[src/rtl/gdrl_map.svh]
// constants of the gate driver reset and configuration lock block
`ifndef GDRL_MAP_SVH
`define GDRL_MAP_SVH

// spi word width, parity bit in the top position
`define GDRL_SPI_WIDTH 16
// cycles the own reset-pin drive masks the sampled pin level
`define GDRL_PIN_HOLDOFF 3
// static config default: parity check on, both routings off
`define GDRL_CFG_RST 3'h4
`define GDRL_CFG_SHADOW_RST 3'h3
`define GDRL_FLAGS_RST 6'h00
`define GDRL_PINS_RST 7'h00

`endif

[src/rtl/gdrl_pkg.sv]
// types of the gate driver reset and configuration lock block
package gdrl_pkg;

	typedef enum logic [1:0]
	{
		GDRL_MODE_ZERO = 2'h0,
		GDRL_MODE_RUN = 2'h1,
		GDRL_MODE_CONFIG = 2'h2
	} gdrl_mode_t;

	typedef struct packed
	{
		logic undervoltage;
		logic oscStartFail;
		logic refFault;
		logic memError;
	} gdrl_prim_evt_t;

	typedef struct packed
	{
		logic undervoltage;
		logic oscStartFail;
		logic oscMalfunction;
		logic refOpen;
		logic regulatorShort;
		logic memError;
	} gdrl_sec_evt_t;

	typedef struct packed
	{
		logic parityCheckEnable;
		logic tristateErrorToFaultAEn;
		logic monitorToFaultAEn;
	} gdrl_cfg_t;

	typedef struct packed
	{
		logic externalResetFlag;
		logic primaryResetFlag;
		logic primaryCommErrorFlag;
		logic secondaryReadyFlag;
		logic secondaryCommErrorFlag;
		logic secondaryResetFlag;
	} gdrl_flags_t;

	typedef struct packed
	{
		logic turnOnPin;
		logic turnOffPin;
		logic gatePin;
		logic stageTristate;
		logic desaturationClamp;
		logic activeClampInhibit;
		logic secondaryUndervoltage_n;
	} gdrl_sec_pins_t;

endpackage

[src/rtl/gdrl_sync.sv]
// two-flop synchroniser for asynchronous levels
`timescale 1ns/100ps
module gdrl_sync
#(
	parameter int WIDTH = 1
)
(
	input wire logic mclk,
	input wire logic nrst,
	input wire logic clkEn,
	input wire logic [WIDTH-1:0] asyncIn,
	output logic [WIDTH-1:0] syncOut_q
);

	logic [WIDTH-1:0] stage1_q;

	always_ff @(posedge mclk or negedge nrst)
	begin
		if (!nrst)
		begin
			stage1_q <= '0;
			syncOut_q <= '0;
		end
		else if (clkEn)
		begin
			stage1_q <= asyncIn;
			syncOut_q <= stage1_q;
		end
	end

endmodule

[src/rtl/gdrl_top.sv]
// reset event handling and static configuration lock of the gate driver
`timescale 1ns/100ps
`include "gdrl_map.svh"
module gdrl_top
#(
	parameter int SPI_W = `GDRL_SPI_WIDTH,
	parameter int HOLDOFF = `GDRL_PIN_HOLDOFF
)
(
	input wire logic mclk,
	input wire logic nrst,
	input wire logic clkEn,
	input wire logic resetReadyIn,
	input wire gdrl_pkg::gdrl_prim_evt_t primEvtIn,
	input wire gdrl_pkg::gdrl_sec_evt_t secEvtIn,
	input wire logic secCfgErrorIn,
	input wire logic lifesignIn,
	input wire logic outputDisablePin,
	input wire logic tristateErrorIn,
	input wire logic tristateControlIn,
	input wire logic enterConfigCmd,
	input wire logic leaveConfigCmd,
	input wire logic cfgWrValid,
	input wire gdrl_pkg::gdrl_cfg_t cfgWrData,
	input wire logic clearPrimaryFlags,
	input wire logic clearSecondaryFlags,
	input wire logic pwmOnReq,
	input wire logic rxWordValid,
	input wire logic [SPI_W-1:0] rxWord,
	input wire logic txDataValid,
	input wire logic [SPI_W-2:0] txData,
	input wire logic sdoIn,
	input wire logic doutIn,
	output logic resetReadyOut_q,
	output logic resetReadyOe_q,
	output logic faultA_n_q,
	output logic faultB_n_q,
	output logic sdoOut_q,
	output logic doutOut_q,
	output logic doutOe_q,
	output gdrl_pkg::gdrl_flags_t flags_q,
	output gdrl_pkg::gdrl_sec_pins_t secPins_q,
	output gdrl_pkg::gdrl_mode_t mode_q,
	output logic configLocked_q,
	output gdrl_pkg::gdrl_cfg_t cfg_q,
	output logic cfgWrRejected_q,
	output logic spiParityError_q,
	output logic rxWordOk_q,
	output logic [SPI_W-1:0] txWord_q,
	output logic txWordValid_q
);

	localparam int NS = $bits(gdrl_pkg::gdrl_prim_evt_t)
		+ $bits(gdrl_pkg::gdrl_sec_evt_t) + 6;

	// parity bit that makes the whole word hold an odd count of ones
	function automatic logic parityFill(input logic [SPI_W-2:0] data);
		return ~^data;
	endfunction

	logic [NS-1:0] syncBus;
	logic pinLevel;
	logic odis;
	logic tse;
	logic tsc;
	logic lifesign;
	logic secCfgErr;
	gdrl_pkg::gdrl_prim_evt_t primEvt;
	gdrl_pkg::gdrl_sec_evt_t secEvt;

	gdrl_sync #(.WIDTH(NS)) u_sync
	(
		.mclk(mclk),
		.nrst(nrst),
		.clkEn(clkEn),
		.asyncIn({resetReadyIn, outputDisablePin, tristateErrorIn,
			tristateControlIn, lifesignIn, secCfgErrorIn,
			primEvtIn, secEvtIn}),
		.syncOut_q(syncBus)
	);

	assign {pinLevel, odis, tse, tsc, lifesign, secCfgErr, primEvt,
		secEvt} = syncBus;

	logic [HOLDOFF-1:0] drvHist_q;
	logic primInReset_q;
	logic secFaultPrev_q;
	logic secHardPrev_q;
	logic tsePrev_q;
	logic tscPrev_q;
	logic faultAAct_q;
	logic faultBAct_q;
	gdrl_pkg::gdrl_cfg_t cfgShadow_q;

	// primary reset sources
	logic extReset;
	logic devCause;
	logic cfgBad;
	logic primCause;
	logic rstPrim;
	logic primEnd;
	// own drive masks the pin so it is not taken as an external reset
	assign extReset = !pinLevel && !resetReadyOe_q && !(|drvHist_q);
	assign cfgBad = cfg_q != ~cfgShadow_q;
	assign devCause = (|primEvt) || cfgBad;
	assign primCause = extReset || devCause;
	assign rstPrim = primCause || primInReset_q;
	assign primEnd = primInReset_q && !primCause;

	// secondary reset sources
	logic secHard;
	logic secHardAll;
	logic secSoft;
	logic secFault;
	logic cerSet;
	logic classB;
	logic anyReset;
	assign secHard = secEvt.undervoltage || secEvt.oscStartFail
		|| secEvt.memError || secEvt.refOpen || secCfgErr;
	assign secHardAll = secHard || secEvt.regulatorShort;
	assign secSoft = secEvt.oscMalfunction || rstPrim;
	assign secFault = secHardAll || secEvt.oscMalfunction;
	// reference open is the one secondary cause without comm error
	assign cerSet = secFault && !(secEvt.refOpen && !secEvt.undervoltage
		&& !secEvt.oscStartFail && !secEvt.memError && !secCfgErr
		&& !secEvt.oscMalfunction && !secEvt.regulatorShort);
	assign classB = primEnd || (secFault && !secFaultPrev_q);
	assign anyReset = rstPrim || secSoft || secHardAll;

	// operating mode
	gdrl_pkg::gdrl_mode_t modeNext;
	logic modeTrans;
	logic cfgAccept;
	logic leaveAccept;
	assign leaveAccept = leaveConfigCmd
		&& mode_q == gdrl_pkg::GDRL_MODE_CONFIG;
	always_comb
	begin
		modeNext = mode_q;
		unique case (mode_q)
			gdrl_pkg::GDRL_MODE_ZERO:
				if (enterConfigCmd)
					modeNext = gdrl_pkg::GDRL_MODE_CONFIG;
			gdrl_pkg::GDRL_MODE_CONFIG:
				if (leaveConfigCmd)
					modeNext = gdrl_pkg::GDRL_MODE_RUN;
			gdrl_pkg::GDRL_MODE_RUN:
				modeNext = gdrl_pkg::GDRL_MODE_RUN;
			default:
				modeNext = gdrl_pkg::GDRL_MODE_ZERO;
		endcase
		if (anyReset)
			modeNext = gdrl_pkg::GDRL_MODE_ZERO;
	end
	assign modeTrans = !anyReset && modeNext != mode_q;
	assign cfgAccept = cfgWrValid && !anyReset && !configLocked_q
		&& mode_q == gdrl_pkg::GDRL_MODE_CONFIG;

	// fault notifications, a set wins over a clear
	logic tseRise;
	logic tscRise;
	logic faSet;
	logic faultAAct_d;
	logic faultBAct_d;
	assign tseRise = tse && !tsePrev_q
		&& cfg_q.tristateErrorToFaultAEn;
	assign tscRise = tsc && !tscPrev_q && cfg_q.monitorToFaultAEn;
	assign faSet = modeTrans || tseRise || tscRise;
	assign faultAAct_d = !rstPrim
		&& (faSet || (faultAAct_q && !clearPrimaryFlags));
	assign faultBAct_d = classB
		|| (faultBAct_q && !clearPrimaryFlags);

	gdrl_pkg::gdrl_flags_t flagsD;
	assign flagsD.externalResetFlag = extReset
		|| (flags_q.externalResetFlag && !clearPrimaryFlags);
	assign flagsD.primaryResetFlag = extReset || primEnd
		|| (flags_q.primaryResetFlag && !clearPrimaryFlags);
	assign flagsD.primaryCommErrorFlag = cerSet
		|| (flags_q.primaryCommErrorFlag && !clearPrimaryFlags);
	assign flagsD.secondaryReadyFlag = !secFault;
	assign flagsD.secondaryCommErrorFlag = !lifesign
		|| (flags_q.secondaryCommErrorFlag && !clearSecondaryFlags);
	assign flagsD.secondaryResetFlag = (secHardPrev_q && !secHard)
		|| (flags_q.secondaryResetFlag && !clearSecondaryFlags);

	// secondary output stage
	logic stageOn;
	gdrl_pkg::gdrl_sec_pins_t pinsD;
	assign stageOn = pwmOnReq && !anyReset && !odis
		&& mode_q == gdrl_pkg::GDRL_MODE_RUN;
	assign pinsD.turnOnPin = stageOn;
	assign pinsD.turnOffPin = !stageOn && !odis && !secHardAll;
	assign pinsD.gatePin = stageOn;
	assign pinsD.stageTristate = odis && !secHardAll;
	assign pinsD.desaturationClamp = secHardAll || !stageOn;
	assign pinsD.activeClampInhibit = secHardAll;
	assign pinsD.secondaryUndervoltage_n = !secHardAll;

	// spi parity
	logic rxParityOk;
	assign rxParityOk =
		parityFill(rxWord[SPI_W-2:0]) == rxWord[SPI_W-1];

	always_ff @(posedge mclk or negedge nrst)
	begin
		if (!nrst)
		begin
			drvHist_q <= '1;
			primInReset_q <= 1'h1;
			secFaultPrev_q <= 1'h0;
			secHardPrev_q <= 1'h0;
			tsePrev_q <= 1'h0;
			tscPrev_q <= 1'h0;
			faultAAct_q <= 1'h0;
			faultBAct_q <= 1'h0;
			flags_q <= `GDRL_FLAGS_RST;
		end
		else if (clkEn)
		begin
			drvHist_q <= {drvHist_q[HOLDOFF-2:0], resetReadyOe_q};
			primInReset_q <= primCause;
			secFaultPrev_q <= secFault;
			secHardPrev_q <= secHard;
			tsePrev_q <= tse;
			tscPrev_q <= tsc;
			faultAAct_q <= faultAAct_d;
			faultBAct_q <= faultBAct_d;
			flags_q <= flagsD;
		end
	end

	always_ff @(posedge mclk or negedge nrst)
	begin
		if (!nrst)
		begin
			mode_q <= gdrl_pkg::GDRL_MODE_ZERO;
			configLocked_q <= 1'h0;
			cfg_q <= `GDRL_CFG_RST;
			cfgShadow_q <= `GDRL_CFG_SHADOW_RST;
			cfgWrRejected_q <= 1'h0;
		end
		else if (clkEn)
		begin
			mode_q <= modeNext;
			configLocked_q <= !anyReset
				&& (configLocked_q || leaveAccept);
			cfg_q <= anyReset ? `GDRL_CFG_RST
				: cfgAccept ? cfgWrData : cfg_q;
			cfgShadow_q <= anyReset ? `GDRL_CFG_SHADOW_RST
				: cfgAccept ? ~cfgWrData : cfgShadow_q;
			cfgWrRejected_q <= cfgWrValid && !cfgAccept;
		end
	end

	always_ff @(posedge mclk or negedge nrst)
	begin
		if (!nrst)
		begin
			resetReadyOut_q <= 1'h0;
			resetReadyOe_q <= 1'h1;
			faultA_n_q <= 1'h1;
			faultB_n_q <= 1'h0;
			sdoOut_q <= 1'h0;
			doutOut_q <= 1'h0;
			doutOe_q <= 1'h0;
			secPins_q <= `GDRL_PINS_RST;
		end
		else if (clkEn)
		begin
			resetReadyOut_q <= 1'h0;
			resetReadyOe_q <= devCause;
			faultA_n_q <= rstPrim || !faultAAct_d;
			faultB_n_q <= !rstPrim && !faultBAct_d;
			sdoOut_q <= !rstPrim && sdoIn;
			doutOut_q <= doutIn;
			doutOe_q <= !rstPrim;
			secPins_q <= pinsD;
		end
	end

	always_ff @(posedge mclk or negedge nrst)
	begin
		if (!nrst)
		begin
			spiParityError_q <= 1'h0;
			rxWordOk_q <= 1'h0;
			txWord_q <= '0;
			txWordValid_q <= 1'h0;
		end
		else if (clkEn)
		begin
			spiParityError_q <= rxWordValid && !rxParityOk
				&& cfg_q.parityCheckEnable;
			rxWordOk_q <= rxWordValid && (rxParityOk
				|| !cfg_q.parityCheckEnable);
			txWordValid_q <= txDataValid;
			if (txDataValid)
				txWord_q <= {parityFill(txData), txData};
		end
	end
endmodule

[config.mk]
export PLATFORM = sky130hd
export DESIGN_NAME = gdrl_top
export DESIGN_NICKNAME = d
export VERILOG_FILES = /design/src/rtl/gdrl_pkg.sv /design/src/rtl/gdrl_sync.sv /design/src/rtl/gdrl_top.sv
export VERILOG_INCLUDE_DIRS = /design/src /design/src/rtl
export SDC_FILE = /design/constraint.sdc
export NUM_CORES = 1
export LEC_CHECK = 0
export BUFFER_PORTS_ARGS = -buffer_cell sky130_fd_sc_hd__buf_2
export CAP_MARGIN = 25
export CORE_MARGIN = 2
export CORE_UTILIZATION = 29
export CTS_CLUSTER_SIZE = 8
export DETAILED_ROUTE_END_ITERATION = 10
export SYNTH_ARGS = -nofsm -noshare
export SYNTH_HDL_FRONTEND = slang
export SYNTH_SLANG_ARGS = --single-unit
export TNS_END_PERCENT = 5
[constraint.sdc]
create_clock -name mclk -period 3.01 [get_ports mclk]
set_clock_uncertainty 0.2 [all_clocks]
set_input_delay 0.1505 -clock mclk [delete_from_list [all_inputs] [get_ports mclk]]
set_output_delay 0.1505 -clock mclk [all_outputs]
set_load 0.02 [all_outputs]
# After elaboration in Yosys (flattened, before gate mapping)
# Cells that the tools add are included.
dict set report totals {
  out_inout_bits 46
  in_bits 63
  register_bits 89
}
dict set report op_classes {
  reduce_logical 107
  bitwise 2
  eq_ne 5
  n_mux 8
}
# op n
set ops {}
lappend ops {{$logic_and 1x1->1} 42}
lappend ops {{$logic_not 1->1} 30}
lappend ops {{$reduce_xnor 15->1} 2}
lappend ops {{$logic_or 1x1->1} 27}
lappend ops {{$mux 3} 4}
lappend ops {{$mux 2} 3}
lappend ops {{$not 3->3} 2}
lappend ops {{$pmux 2 s3} 1}
lappend ops {{$reduce_and 2->1} 2}
lappend ops {{$reduce_or 4->1} 1}
lappend ops {{$ne 3x3->1} 1}
lappend ops {{$reduce_or 3->1} 1}
lappend ops {{$eq 2x1->1 const B} 1}
lappend ops {{$eq 2x2->1 const B} 1}
lappend ops {{$logic_not 2->1} 1}
lappend ops {{$ne 2x2->1} 1}
lappend ops {{$reduce_bool 2->1} 1}
lappend ops {{$eq 1x1->1} 1}

# Longest topological paths before layout
# Gate-level depths: netlist of the first run.
dict set report logic_depth {
  word_depth 17
  depth_mapped 6
  depth_no_buf 5
}

# Hierarchy
# Synthesis of the first run repeated with hierarchy kept, for this count alone.
dict set report unflattened {
  cells_unflattened 302
  hier_area_um2 3971.3
}
# module instances area_per_inst_um2 seq_area_each_um2 cells_each
set by_module_without_submodules {}
lappend by_module_without_submodules {gdrl_top 1 2626.3 1437.6 234}
lappend by_module_without_submodules {gdrl_sync 1 1345.0 800.8 68}

# Worst setup path before layout of the first run
# Ideal clock, no wire load.
dict set report synth_path {
  path_type {reg-to-reg}
  start {reg cfg_q[2] in the netlist's numbering}
  end {reg cfg_q[2] in the netlist's numbering}
  required_time_ns 2.708
  n_path_buf 0
  path_stages_with_launch 6
  arrival_ns 2.058
  setup_ns 0.102
  setup_slack_ns 0.650
  cell_sequence {dfstp_2 xor2_1 nand4_1 or4_4 or3b_1 a21boi_1}
}
dict set report synth_between {
  elab_chain_len 13
  elab_cells_between_ends 14
  cone_classes {eq/ne (1); mux (1); reduce/logical (12)}
}
# element line
set synth_lines {}
lappend synth_lines {{start: declaration} gdrl_top.sv:45} ;# output gdrl_pkg::gdrl_cfg_t cfg_q,
lappend synth_lines {{start signal: assignment} gdrl_top.sv:239} ;# cfg_q <= `GDRL_CFG_RST;
lappend synth_lines {{start signal: assignment} gdrl_top.sv:248} ;# cfg_q <= anyReset ? `GDRL_CFG_RST
lappend synth_lines {{$ne 3x3->1 *} gdrl_top.sv:104} ;# assign cfgBad = cfg_q != ~cfgShadow_q;
lappend synth_lines {{$logic_or 1x1->1 *} gdrl_top.sv:105} ;# assign devCause = (|primEvt) || cfgBad;
lappend synth_lines {{$logic_or 1x1->1 *} gdrl_top.sv:106} ;# assign primCause = extReset || devCause;
lappend synth_lines {{$logic_or 1x1->1 *} gdrl_top.sv:107} ;# assign rstPrim = primCause || primInReset_q;
lappend synth_lines {{$logic_or 1x1->1} gdrl_top.sv:121} ;# assign secSoft = secEvt.oscMalfunction || rstPrim;
lappend synth_lines {{$logic_or 1x1->1 * (2 in a row)} gdrl_top.sv:128} ;# assign anyReset = rstPrim || secSoft || secHardAll;
lappend synth_lines {{$logic_not 1->1} gdrl_top.sv:156} ;# assign cfgAccept = cfgWrValid && !anyReset && !configLocked_q
lappend synth_lines {{$logic_and 1x1->1 (2 in a row)} gdrl_top.sv:156}
lappend synth_lines {{$logic_and 1x1->1} gdrl_top.sv:157} ;# && mode_q == gdrl_pkg::GDRL_MODE_CONFIG;
lappend synth_lines {{$reduce_bool 2->1 (no line)} --}
lappend synth_lines {{$reduce_and 2->1 (no line)} --}
# Mark *: on every way between the ends. The rest lies on a longest branch, timed or not.
# A chain may end at the register's enable or synchronous reset.

# Final worst setup path of the first run
# Same ends and word-level chain as after synthesis.

==> metrics.csv, run 1 <==
metric;value;unit
peakVddDrop;246;µV
final_cells;636;
hpwl;6440;µm
timing.setup.tns;0;ns
required;3.05;ns
synthDistinctLibCells;43;
post-synth-top-area-cell;dfrtp_1;
detail_route.first_pass.iterations;4;
cts_made_buffers;9;
postCtsSetupBuffers;0;
synth.ff_latch_count;89;
overflow;0;
path_buf_inv;0;
critical_path.max_stage_delay;0.60;ns
drt-total-wl;8810;µm
start_util;0.294;
outcome;finished, final reports clean;
first_iter_violations;118;
hold_ws;0.0162;ns
synth_edf_count;0;
internal_power;2.41;mW
grt_max_degree;53;
cts_tree;yes;
p_leak;2.41;nW
setup_viol;0;
track_usage;0.131;
cp.arrival;2.50;ns
rsz0062_at_grt;false;
clkLatencyLatePin;0.34;ns
route.detailed.drc;0;
netlist_instances;303;
place_inst;580;
synth_area_leaders;dfrtp_1 52%, mux2_2 16%, dfstp_2 6.1%, xnor2_1 5.9%, o21ai_0 1.7%;
crit_family;simple AND/OR/NAND/NOR gates;
yosysWarnings;0;
crit_path_end_kind;flip-flop;
finalCriticalPeriod;2.46;ns
cts_sinks;89;
clockBufferDepth;2;
fin_nets;518;
die_x;119;µm
postCtsResizedCells;0;
maxSlewHeadroom;0.490;
async_reset_ff_frac;1.00;
synth_area_per_cell;12.7;µm²
period_share;0.818;
path_class;flip-flop to flip-flop;
p_switching;793;µW
pwr-share-comb;0.167;
root_buffer;clkbuf_16;
max-cap-violations;0;
die_h;119;µm
grt_pass1_wl;14500;µm
worst_slew_pin_slew;0.758;ns
core_area;13100;µm²
rows;42;
synth_top_area_frac;0.520;
hp-class;input port to flip-flop;
synthTopCellsByCount;80 x dfrtp_1, 54 x mux2_2, 26 x xnor2_1;
cp_cell_sequence;xor2_1 -> nand4_1 -> or4_4 -> or3b_1 -> a21boi_1;
hold_viol;0;
grt_pass1_vias;2862;
swShare;0.247;
fin_area;5340;µm²
dpl_cell_area;4600;µm²
finalMaxSlewViolations;0;
clkPwrFrac;0.393;
p_seq_frac;0.440;
avgViaCountPerCell;4.43;
fin_util;0.408;
worstPathMaxFanout;5;
io_buffer_count;107;
antenna_left;0;
synth_ff_type;dfrtp_1;
cp_slowest_cell;or4_4;
antenna_found_initial;0;
drive_gt1_frac;0.426;
fmax;406;MHz
wl_per_cell;13.9;µm
cts_hold_buf;40;
synthesis.area;3850;µm²
power_density;601;nW/µm²
die-area;14200;µm²
synth_nets;366;
vias;2817;
synth_most_common_cell;dfrtp_1;
clk_pin_slew;0.06;ns
htreeDepth;3;
startpoint_type;flip-flop;
gp_congestion;0.771;
diodes;0;
synthToLayoutAreaGrowth;38.6;%
synth-seq-area-share;0.581;
io-pin-count;109;
-- cell type report --
class	count	area, µm²
inverters	10	37.5
clock inverters	5	104
clock buffers	11	233
flip-flops and latches	89	2240
well taps	176	220
repair buffers	153	983
fillers	1238	7750
multi-input cells	192	1520
-- power groups by stage --
stage / Combinational, mW / Clock, mW / Sequential (mW)
global placement: 0.494 / 0 / 1.43
finish: 0.536 / 1.26 / 1.41
floorplan: 0.249 / 0 / 1.49
CTS: 0.545 / 1.30 / 1.41
detailed placement: 0.504 / 0 / 1.43
global route: 0.587 / 1.35 / 1.43
-- layer usage --
layer / track usage / up-vias / part of all wire
met1: 0.175 / 1375 / 0.46
met3: 0.0345 / 10 / 0.058
met4: 0.0521 / 0 / 0.017
met2: 0.203 / 72 / 0.47
met5: 0 / - / 0
li1: - / 1360 / -
-- kinds of logic (layout without fill, tap and decap cells) --
kind of cell,Yosys count,after routing,share of synthesized area
xor gates and xnor gates,32,32,0.0728
other,1,1,0.000974
muxes,54,54,0.158
buffers and inverters,22,179,0.0234
DFF,89,89,0.581
and+or+nand+nor,60,60,0.0861
AOI/OAI and AO/OA,45,45,0.0773
-- placed cells by master (no fill, tap or decap), drive strengths merged, types with 2 or more instances in the layout --
cell | netlist | routed
mux2 | 54 | 54
clkinv | 1 | 3
xnor2 | 26 | 26
nor2 | 17 | 17
inv | 9 | 9
nand2 | 16 | 16
a21oi | 11 | 11
nor3 | 3 | 3
xor2 | 6 | 6
nand4 | 2 | 2
a22o | 5 | 5
bufinv | 0 | 3
dlygate4sd3 | 0 | 40
nor4 | 6 | 6
and3b | 2 | 2
a21o | 4 | 4
dfstp | 9 | 9
buf | 5 | 113
nand2b | 3 | 3
dfrtp | 80 | 80
clkbuf | 7 | 11
o21ai | 14 | 14
nand3b | 3 | 3
or4 | 2 | 2
a21boi | 4 | 4
-- state kept, by name, indices dropped and copies added (netlist names), 2 cells and up --
name	flops
mode_q	2
cfg_q	3
u_sync.syncOut_q	16
u_sync.stage1_q	16
drvHist_q	3
txWord_q	16
secPins_q	6
cfgShadow_q	3
flags_q	6
-- stage by stage --
step,power [mW],worst slack (ns)
after CTS,3.26,0.538
after floorplan,1.74,0.650
after global routing,3.37,0.391
final,3.21,0.549
after detailed placement,1.94,0.553
after global placement,1.92,0.602
-- worst min-delay path, stage by stage --
cell and delay (ns):
buf_2 0.11, nand2_1 0.12, a21o_1 0.13
-- final timing paths --
kind	start	slack, ns	depth (start not counted)	end
setup reg to reg	cfg_q[2]$_DFFE_PN1P_	0.55	5	cfg_q[2]$_DFFE_PN1P_
min in group asynchronous	nrst	0.19	2	cfgWrRejected_q$_DFFE_PN0P_
max in group asynchronous	nrst	1.63	3	cfgShadow_q[0]$_DFFE_PN1P_
hold reg to reg	txWord_q[15]$_DFFE_PN0P_	0.28	2	txWord_q[15]$_DFFE_PN0P_
setup / recovery	cfg_q[2]$_DFFE_PN1P_	0.55	5	cfg_q[2]$_DFFE_PN1P_
hold / removal	clearPrimaryFlags	0.02	3	flags_q[3]$_DFFE_PN0P_
No activity file was read; power rests on OpenSTA's default activity.
==> inputs of run 2 (changes only) <==
==> constraint.sdc (replaced) <==
create_clock -name mclk -period 2.1 [get_ports mclk]
set_clock_uncertainty 0.2 [all_clocks]
set_input_delay 0.105 -clock mclk [delete_from_list [all_inputs] [get_ports mclk]]
set_output_delay 0.105 -clock mclk [all_outputs]
set_load 0.02 [all_outputs]
==> run 2 against run 1 <==
The run now ends with setup timing left. Wire length up 0.90%. Sequential cell count unchanged. Critical path depth unchanged. Non-clock buffer count increased by 22. Power grew 37%. Worst hold slack better by 0.019 ns. Cell area is 3.9% higher. Via count up 3.5%. Register-to-register slack worse by 0.64 ns. First-iteration DRC count shrank 23%.
==> metrics.csv, run 2 (synthesized netlist as in run 1, its figures left out) <==
metric;value;unit;change
outcome;complete, but fails checks;;was finished, final reports clean
failed_checks;setup timing;;
hp-class;input port to flip-flop;;unchanged
die-area;14200;µm²;unchanged
antenna_found_initial;0;;unchanged
clk_pin_slew;0.07;ns;was 0.06 ns
path_class;flip-flop to flip-flop;;unchanged
place_inst;596;;was 580
power_density;795;nW/µm²;was 601 nW/µm²
clkLatencyLatePin;0.34;ns;about the same
die_x;119;µm;unchanged
setup_ws;-0.0903;ns;was 0.549 ns
hpwl;6400;µm;was 6440 µm
worstPathMaxFanout;4;;was 5
dpl_cell_area;4750;µm²;was 4600 µm²
rows;42;;unchanged
final_cells;659;;was 636
startpoint_type;flip-flop;;unchanged
gp_congestion;0.773;;was 0.771
wl_per_cell;13.5;µm;was 13.9 µm
synthToLayoutAreaGrowth;44.0;%;was 38.6%
fmax;457;MHz;was 406 MHz
route.detailed.drc;0;;unchanged
mostFrequentLayoutCells;106 x buf_2, 80 x dfrtp_1, 54 x mux2_2;;unchanged
root_buffer;clkbuf_16;;unchanged
finalMaxSlewViolations;0;;unchanged
io_buffer_count;107;;unchanged
cts_sinks;89;;unchanged
cts_made_buffers;9;;unchanged
p_leak;2.51;nW;was 2.41 nW
overflow;0;;unchanged
grt_max_degree;54;;was 53
final_common_cell;buf_2;;unchanged
drt-total-wl;8890;µm;was 8810 µm
avgViaCountPerCell;4.42;;was 4.43
htreeDepth;3;;unchanged
start_util;0.294;;unchanged
crit_path_end_kind;flip-flop;;unchanged
vias;2915;;was 2817
period_share;1.04;;was 0.818
totalPowerFinal;4.41;mW;was 3.21 mW
first_iter_violations;91;;was 118
clockBufferDepth;2;;unchanged
max-cap-violations;0;;unchanged
fin_area;5550;µm²;was 5340 µm²
grt_pass1_vias;3010;;was 2862
hold_viol;0;;unchanged
drive_gt1_frac;0.461;;was 0.426
cts_tree;yes;;unchanged
peakVddDrop;372;µV;was 246 µV
required;2.17;ns;was 3.05 ns
setup_viol;4;;was 0
core_area;13100;µm²;unchanged
cp.arrival;2.26;ns;was 2.50 ns
track_usage;0.132;;was 0.131
detail_route.first_pass.iterations;4;;unchanged
io-pin-count;109;;unchanged
grt_pass1_wl;14800;µm;was 14500 µm
rsz0062_at_grt;true;;was false
timing.setup.tns;-0.173;ns;was 0 ns
antenna_left;0;;unchanged
finalCriticalPeriod;2.19;ns;was 2.46 ns
fin_nets;540;;was 518
die_h;119;µm;unchanged
top_regs;txWord_q (16), u_sync.stage1_q (16), u_sync.syncOut_q (16);;unchanged
[run 2: metal layers]
metal	part of all wire	track usage	wire length, µm	vias up
met5	0	0	0	-
met3	0.059	0.0445	521	8
met2	0.51	0.226	4540	69
li1	-	-	-	1405
met4	0.010	0.0379	91	0
met1	0.42	0.157	3740	1433
[run 2: worst max-delay path: stages, from the launching register on]
cell      delay, ns
dfrtp_1        0.40
nor4_4         0.32
nand3b_1       0.14
or4_4          0.54
or3b_4         0.39
a21boi_1       0.13
[run 2: area by class of cell]
class | count | area, µm²
fillers | 1245 | 7540
flip-flops and latches | 89 | 2240
multi-input cells | 192 | 1570
repair buffers | 175 | 1180
clock buffers | 9 | 225
well taps | 176 | 220
clock inverters | 7 | 71.3
inverters | 10 | 37.5
diodes | 1 | 2.50
[run 2: timing repair]
action,in CTS,in global routing
endpoints found under the setup margin,9,11
hold endpoints to repair,136,0
pin swaps,5,5
setup buffers,1,1
hold buffers,44,0
resized for setup,4,7
[run 2: report_power, final]
| part | internal, mW | switching [mW] | total (mW) | leakage [nW] |
|---|---|---|---|---|
| sequential | 1.91 | 0.111 | 2.02 | 1.06 |
| combinational | 0.424 | 0.395 | 0.819 | 1.30 |
| clock | 0.918 | 0.648 | 1.57 | 0.137 |
[run 2: per-stage QoR]
step / utilization / hold slack, ns / setup slack (ns)
after detailed placement: 0.363 / -0.122 / -0.119
after global placement: 0.363 / -0.128 / -0.103
after global routing: 0.424 / 0.0392 / -0.209
after CTS: 0.421 / 0.0211 / -0.0869
final: 0.424 / 0.0348 / -0.0903
after floorplan: - / -0.391 / -0.145
[run 2: worst paths after layout]
| path | from | to | slack (ns) | cells past startpoint |
|---|---|---|---|---|
| worst max-delay path | u_sync.syncOut_q[4]$_DFFE_PN0P_ | cfg_q[2]$_DFFE_PN1P_ | -0.09 | 5 |
| worst min-delay path | leaveConfigCmd | faultA_n_q$_DFFE_PN1P_ | 0.03 | 4 |
| max in group asynchronous | nrst | txWord_q[15]$_DFFE_PN0P_ | 0.98 | 3 |
| worst max register to register | u_sync.syncOut_q[4]$_DFFE_PN0P_ | cfg_q[2]$_DFFE_PN1P_ | -0.09 | 5 |
| worst min register to register | u_sync.syncOut_q[11]$_DFFE_PN0P_ | flags_q[1]$_DFFE_PN0P_ | 0.27 | 1 |
| min in group asynchronous | nrst | cfgWrRejected_q$_DFFE_PN0P_ | 0.05 | 2 |
==> inputs of run 3 (changes only) <==
--- a/config.mk
+++ b/config.mk
@@ -12,6 +12,8 @@
 export CORE_UTILIZATION = 29
 export CTS_CLUSTER_SIZE = 8
 export DETAILED_ROUTE_END_ITERATION = 10
+export REMOVE_ABC_BUFFERS = 1
+export SKIP_CTS_REPAIR_TIMING = 1
 export SYNTH_ARGS = -nofsm -noshare
 export SYNTH_HDL_FRONTEND = slang
 export SYNTH_SLANG_ARGS = --single-unit
==> run 3 against run 2 <==
The run ends with hold timing, setup timing left. Critical path depth did not move. Worst hold slack got worse by 0.059 ns. Wire length up 0.73%. Setup slack got worse by 0.036 ns. Die area stayed put. Register-to-register slack lost 0.04 ns. Critical path type unchanged. Critical endpoint unchanged. Largest cell class unchanged. Largest power group unchanged. Highest routed layer unchanged.
==> metrics.csv, run 3 (synthesized netlist as in run 1, its figures left out) <==
metric;value;unit;change
clkLatencyLatePin;0.34;ns;about the same
rows;42;;unchanged
clk_pin_slew;0.06;ns;was 0.07 ns
rrSetupSlack;-0.13;ns;was -0.09 ns
path_class;flip-flop to flip-flop;;unchanged
gp_congestion;0.804;;was 0.773
worstPathMaxFanout;4;;unchanged
die_x;119;µm;unchanged
path_buf_inv;0;;unchanged
antenna_found_initial;0;;unchanged
io_buffer_count;107;;unchanged
reg2reg_to;cfg_q[2]$_DFFE_PN1P_;;unchanged
cts_sinks;89;;unchanged
drive_gt1_frac;0.462;;was 0.461
wl_per_cell;13.7;µm;was 13.5 µm
grt_pass1_wl;13700;µm;was 14800 µm
totalPowerFinal;4.46;mW;was 4.41 mW
setup_viol;7;;was 4
mostFrequentLayoutCells;106 x buf_2, 80 x dfrtp_1, 54 x mux2_2;;unchanged
power_density;806;nW/µm²;was 795 nW/µm²
period_share;1.06;;was 1.04
first_iter_violations;98;;was 91
die-area;14200;µm²;unchanged
avgViaCountPerCell;4.44;;was 4.42
crit_path_end_kind;flip-flop;;unchanged
startpoint_type;flip-flop;;unchanged
rsz0062_at_grt;true;;unchanged
final_common_cell;buf_2;;unchanged
peakVddDrop;309;µV;was 372 µV
outcome;complete, but fails checks;;unchanged
overflow;0;;unchanged
vias;2897;;was 2915
start_util;0.294;;unchanged
hold_ws;-0.0242;ns;was 0.0348 ns
min_path_cells;3;;was 4
clockBufferDepth;2;;unchanged
r2r_start;u_sync.syncOut_q[10]$_DFFE_PN0P_;;was u_sync.syncOut_q[4]$_DFFE_PN0P_
cp_cell_sequence;nor4_4 -> nand3b_1 -> or4_4 -> or3b_4 -> a21boi_1;;unchanged
htreeDepth;3;;unchanged
root_buffer;clkbuf_16;;unchanged
grt_pass1_vias;2802;;was 3010
top_regs;txWord_q (16), u_sync.stage1_q (16), u_sync.syncOut_q (16);;unchanged
cts_tree;yes;;unchanged
max-cap-violations;0;;unchanged
dpl_cell_area;4720;µm²;was 4750 µm²
core_area;13100;µm²;unchanged
grt_max_degree;40;;was 54
cp.arrival;2.30;ns;was 2.26 ns
setup_ws;-0.127;ns;was -0.0903 ns
drt-total-wl;8960;µm;was 8890 µm
critical_path.max_stage_delay;0.57;ns;was 0.54 ns
required;2.17;ns;about the same
hpwl;6180;µm;was 6400 µm
detail_route.first_pass.iterations;4;;unchanged
cts_made_buffers;9;;unchanged
fin_area;5530;µm²;was 5550 µm²
synthToLayoutAreaGrowth;43.6;%;was 44.0%
hp-start;clearPrimaryFlags;;was leaveConfigCmd
hold_end;flags_q[3]$_DFFE_PN0P_;;was faultA_n_q$_DFFE_PN1P_
finalMaxSlewViolations;0;;unchanged
failed_checks;hold timing, setup timing;;was setup timing
antenna_left;0;;unchanged
track_usage;0.124;;was 0.132
p_leak;2.50;nW;was 2.51 nW
cp_slowest_cell;or4_4;;unchanged
finalCriticalPeriod;2.23;ns;was 2.19 ns
timing.setup.tns;-0.343;ns;was -0.173 ns
diodes;0;;was 1
die_h;119;µm;unchanged
pre_cts_slack;-0.264;ns;was -0.119 ns
ff2ff_path_depth;5;;unchanged
hp-class;input port to flip-flop;;unchanged
io-pin-count;109;;unchanged
hold_viol;5;;was 0
fmax;449;MHz;was 457 MHz
fin_nets;534;;was 540
crit_family;simple AND/OR/NAND/NOR gates;;unchanged
route.detailed.drc;0;;unchanged
==> run 3: cell types whose count changed in the layout (fill, tap and decap cells not counted), moves of 2 or more <==
cell	previous run	this run
dlygate4sd3_1	44	42
a21boi_0	1	3
clkbuf_8	0	2
xor2_2	0	3
buf_4	23	19
xor2_1	6	3
clkinvlp_4	3	1
a21boi_2	2	0
==> run 3: worst register-to-register path, delay by kind of cell, from the launching register on <==
family / cells / cell delay (ns)
AOI/OAI and AO/OA: 1 / 0.13
DFF: 1 / 0.41
and+or+nand+nor: 4 / 1.41
==> run 3: worst max-delay path by stage <==
stage / from / end / depth (start not counted) / slack (ns)
2_1_floorplan: cfg_q[2]$_DFFE_PN1P_ / cfg_q[2]$_DFFE_PN1P_ / 5 / -0.26
3_3_place_gp: cfgShadow_q[1]$_DFFE_PN1P_ / cfg_q[2]$_DFFE_PN1P_ / 5 / -0.23
3_5_place_dp: cfg_q[2]$_DFFE_PN1P_ / cfg_q[2]$_DFFE_PN1P_ / 5 / -0.26
4_1_cts: cfg_q[2]$_DFFE_PN1P_ / cfg_q[2]$_DFFE_PN1P_ / 5 / -0.28
5_1_grt: u_sync.syncOut_q[10]$_DFFE_PN0P_ / cfg_q[2]$_DFFE_PN1P_ / 5 / -0.21
6_report: u_sync.syncOut_q[10]$_DFFE_PN0P_ / cfg_q[2]$_DFFE_PN1P_ / 5 / -0.13
==> run 3: power breakdown <==
group | internal, mW | switching [mW]
Clock | 0.987 | 0.650
Sequential | 1.91 | 0.120
Combinational | 0.408 | 0.384
Total | 3.30 | 1.15
==> run 3: per-layer routing <==
layer / routed length [µm] / global-route usage / vias to the layer above
met2: 4340 / 0.194 / 88
met5: 0 / 0 / -
li1: - / - / 1389
met1: 3950 / 0.160 / 1408
met4: 139 / 0.0513 / 0
met3: 520 / 0.0388 / 12
==> run 3: layout make-up <==
class,count,area [µm²]
fillers,1253,7560
flip-flops and latches,89,2240
multi-input cells,192,1590
repair buffers,169,1130
clock buffers,12,256
well taps,176,220
clock inverters,4,51.3
inverters,10,37.5
==> run 3: through the flow <==
stage / utilization / instances
2_1_floorplan: - / 291
5_1_grt: 0.423 / 652
6_report: 0.423 / 652
3_5_place_dp: 0.361 / 593
3_3_place_gp: 0.361 / 593
4_1_cts: 0.384 / 609
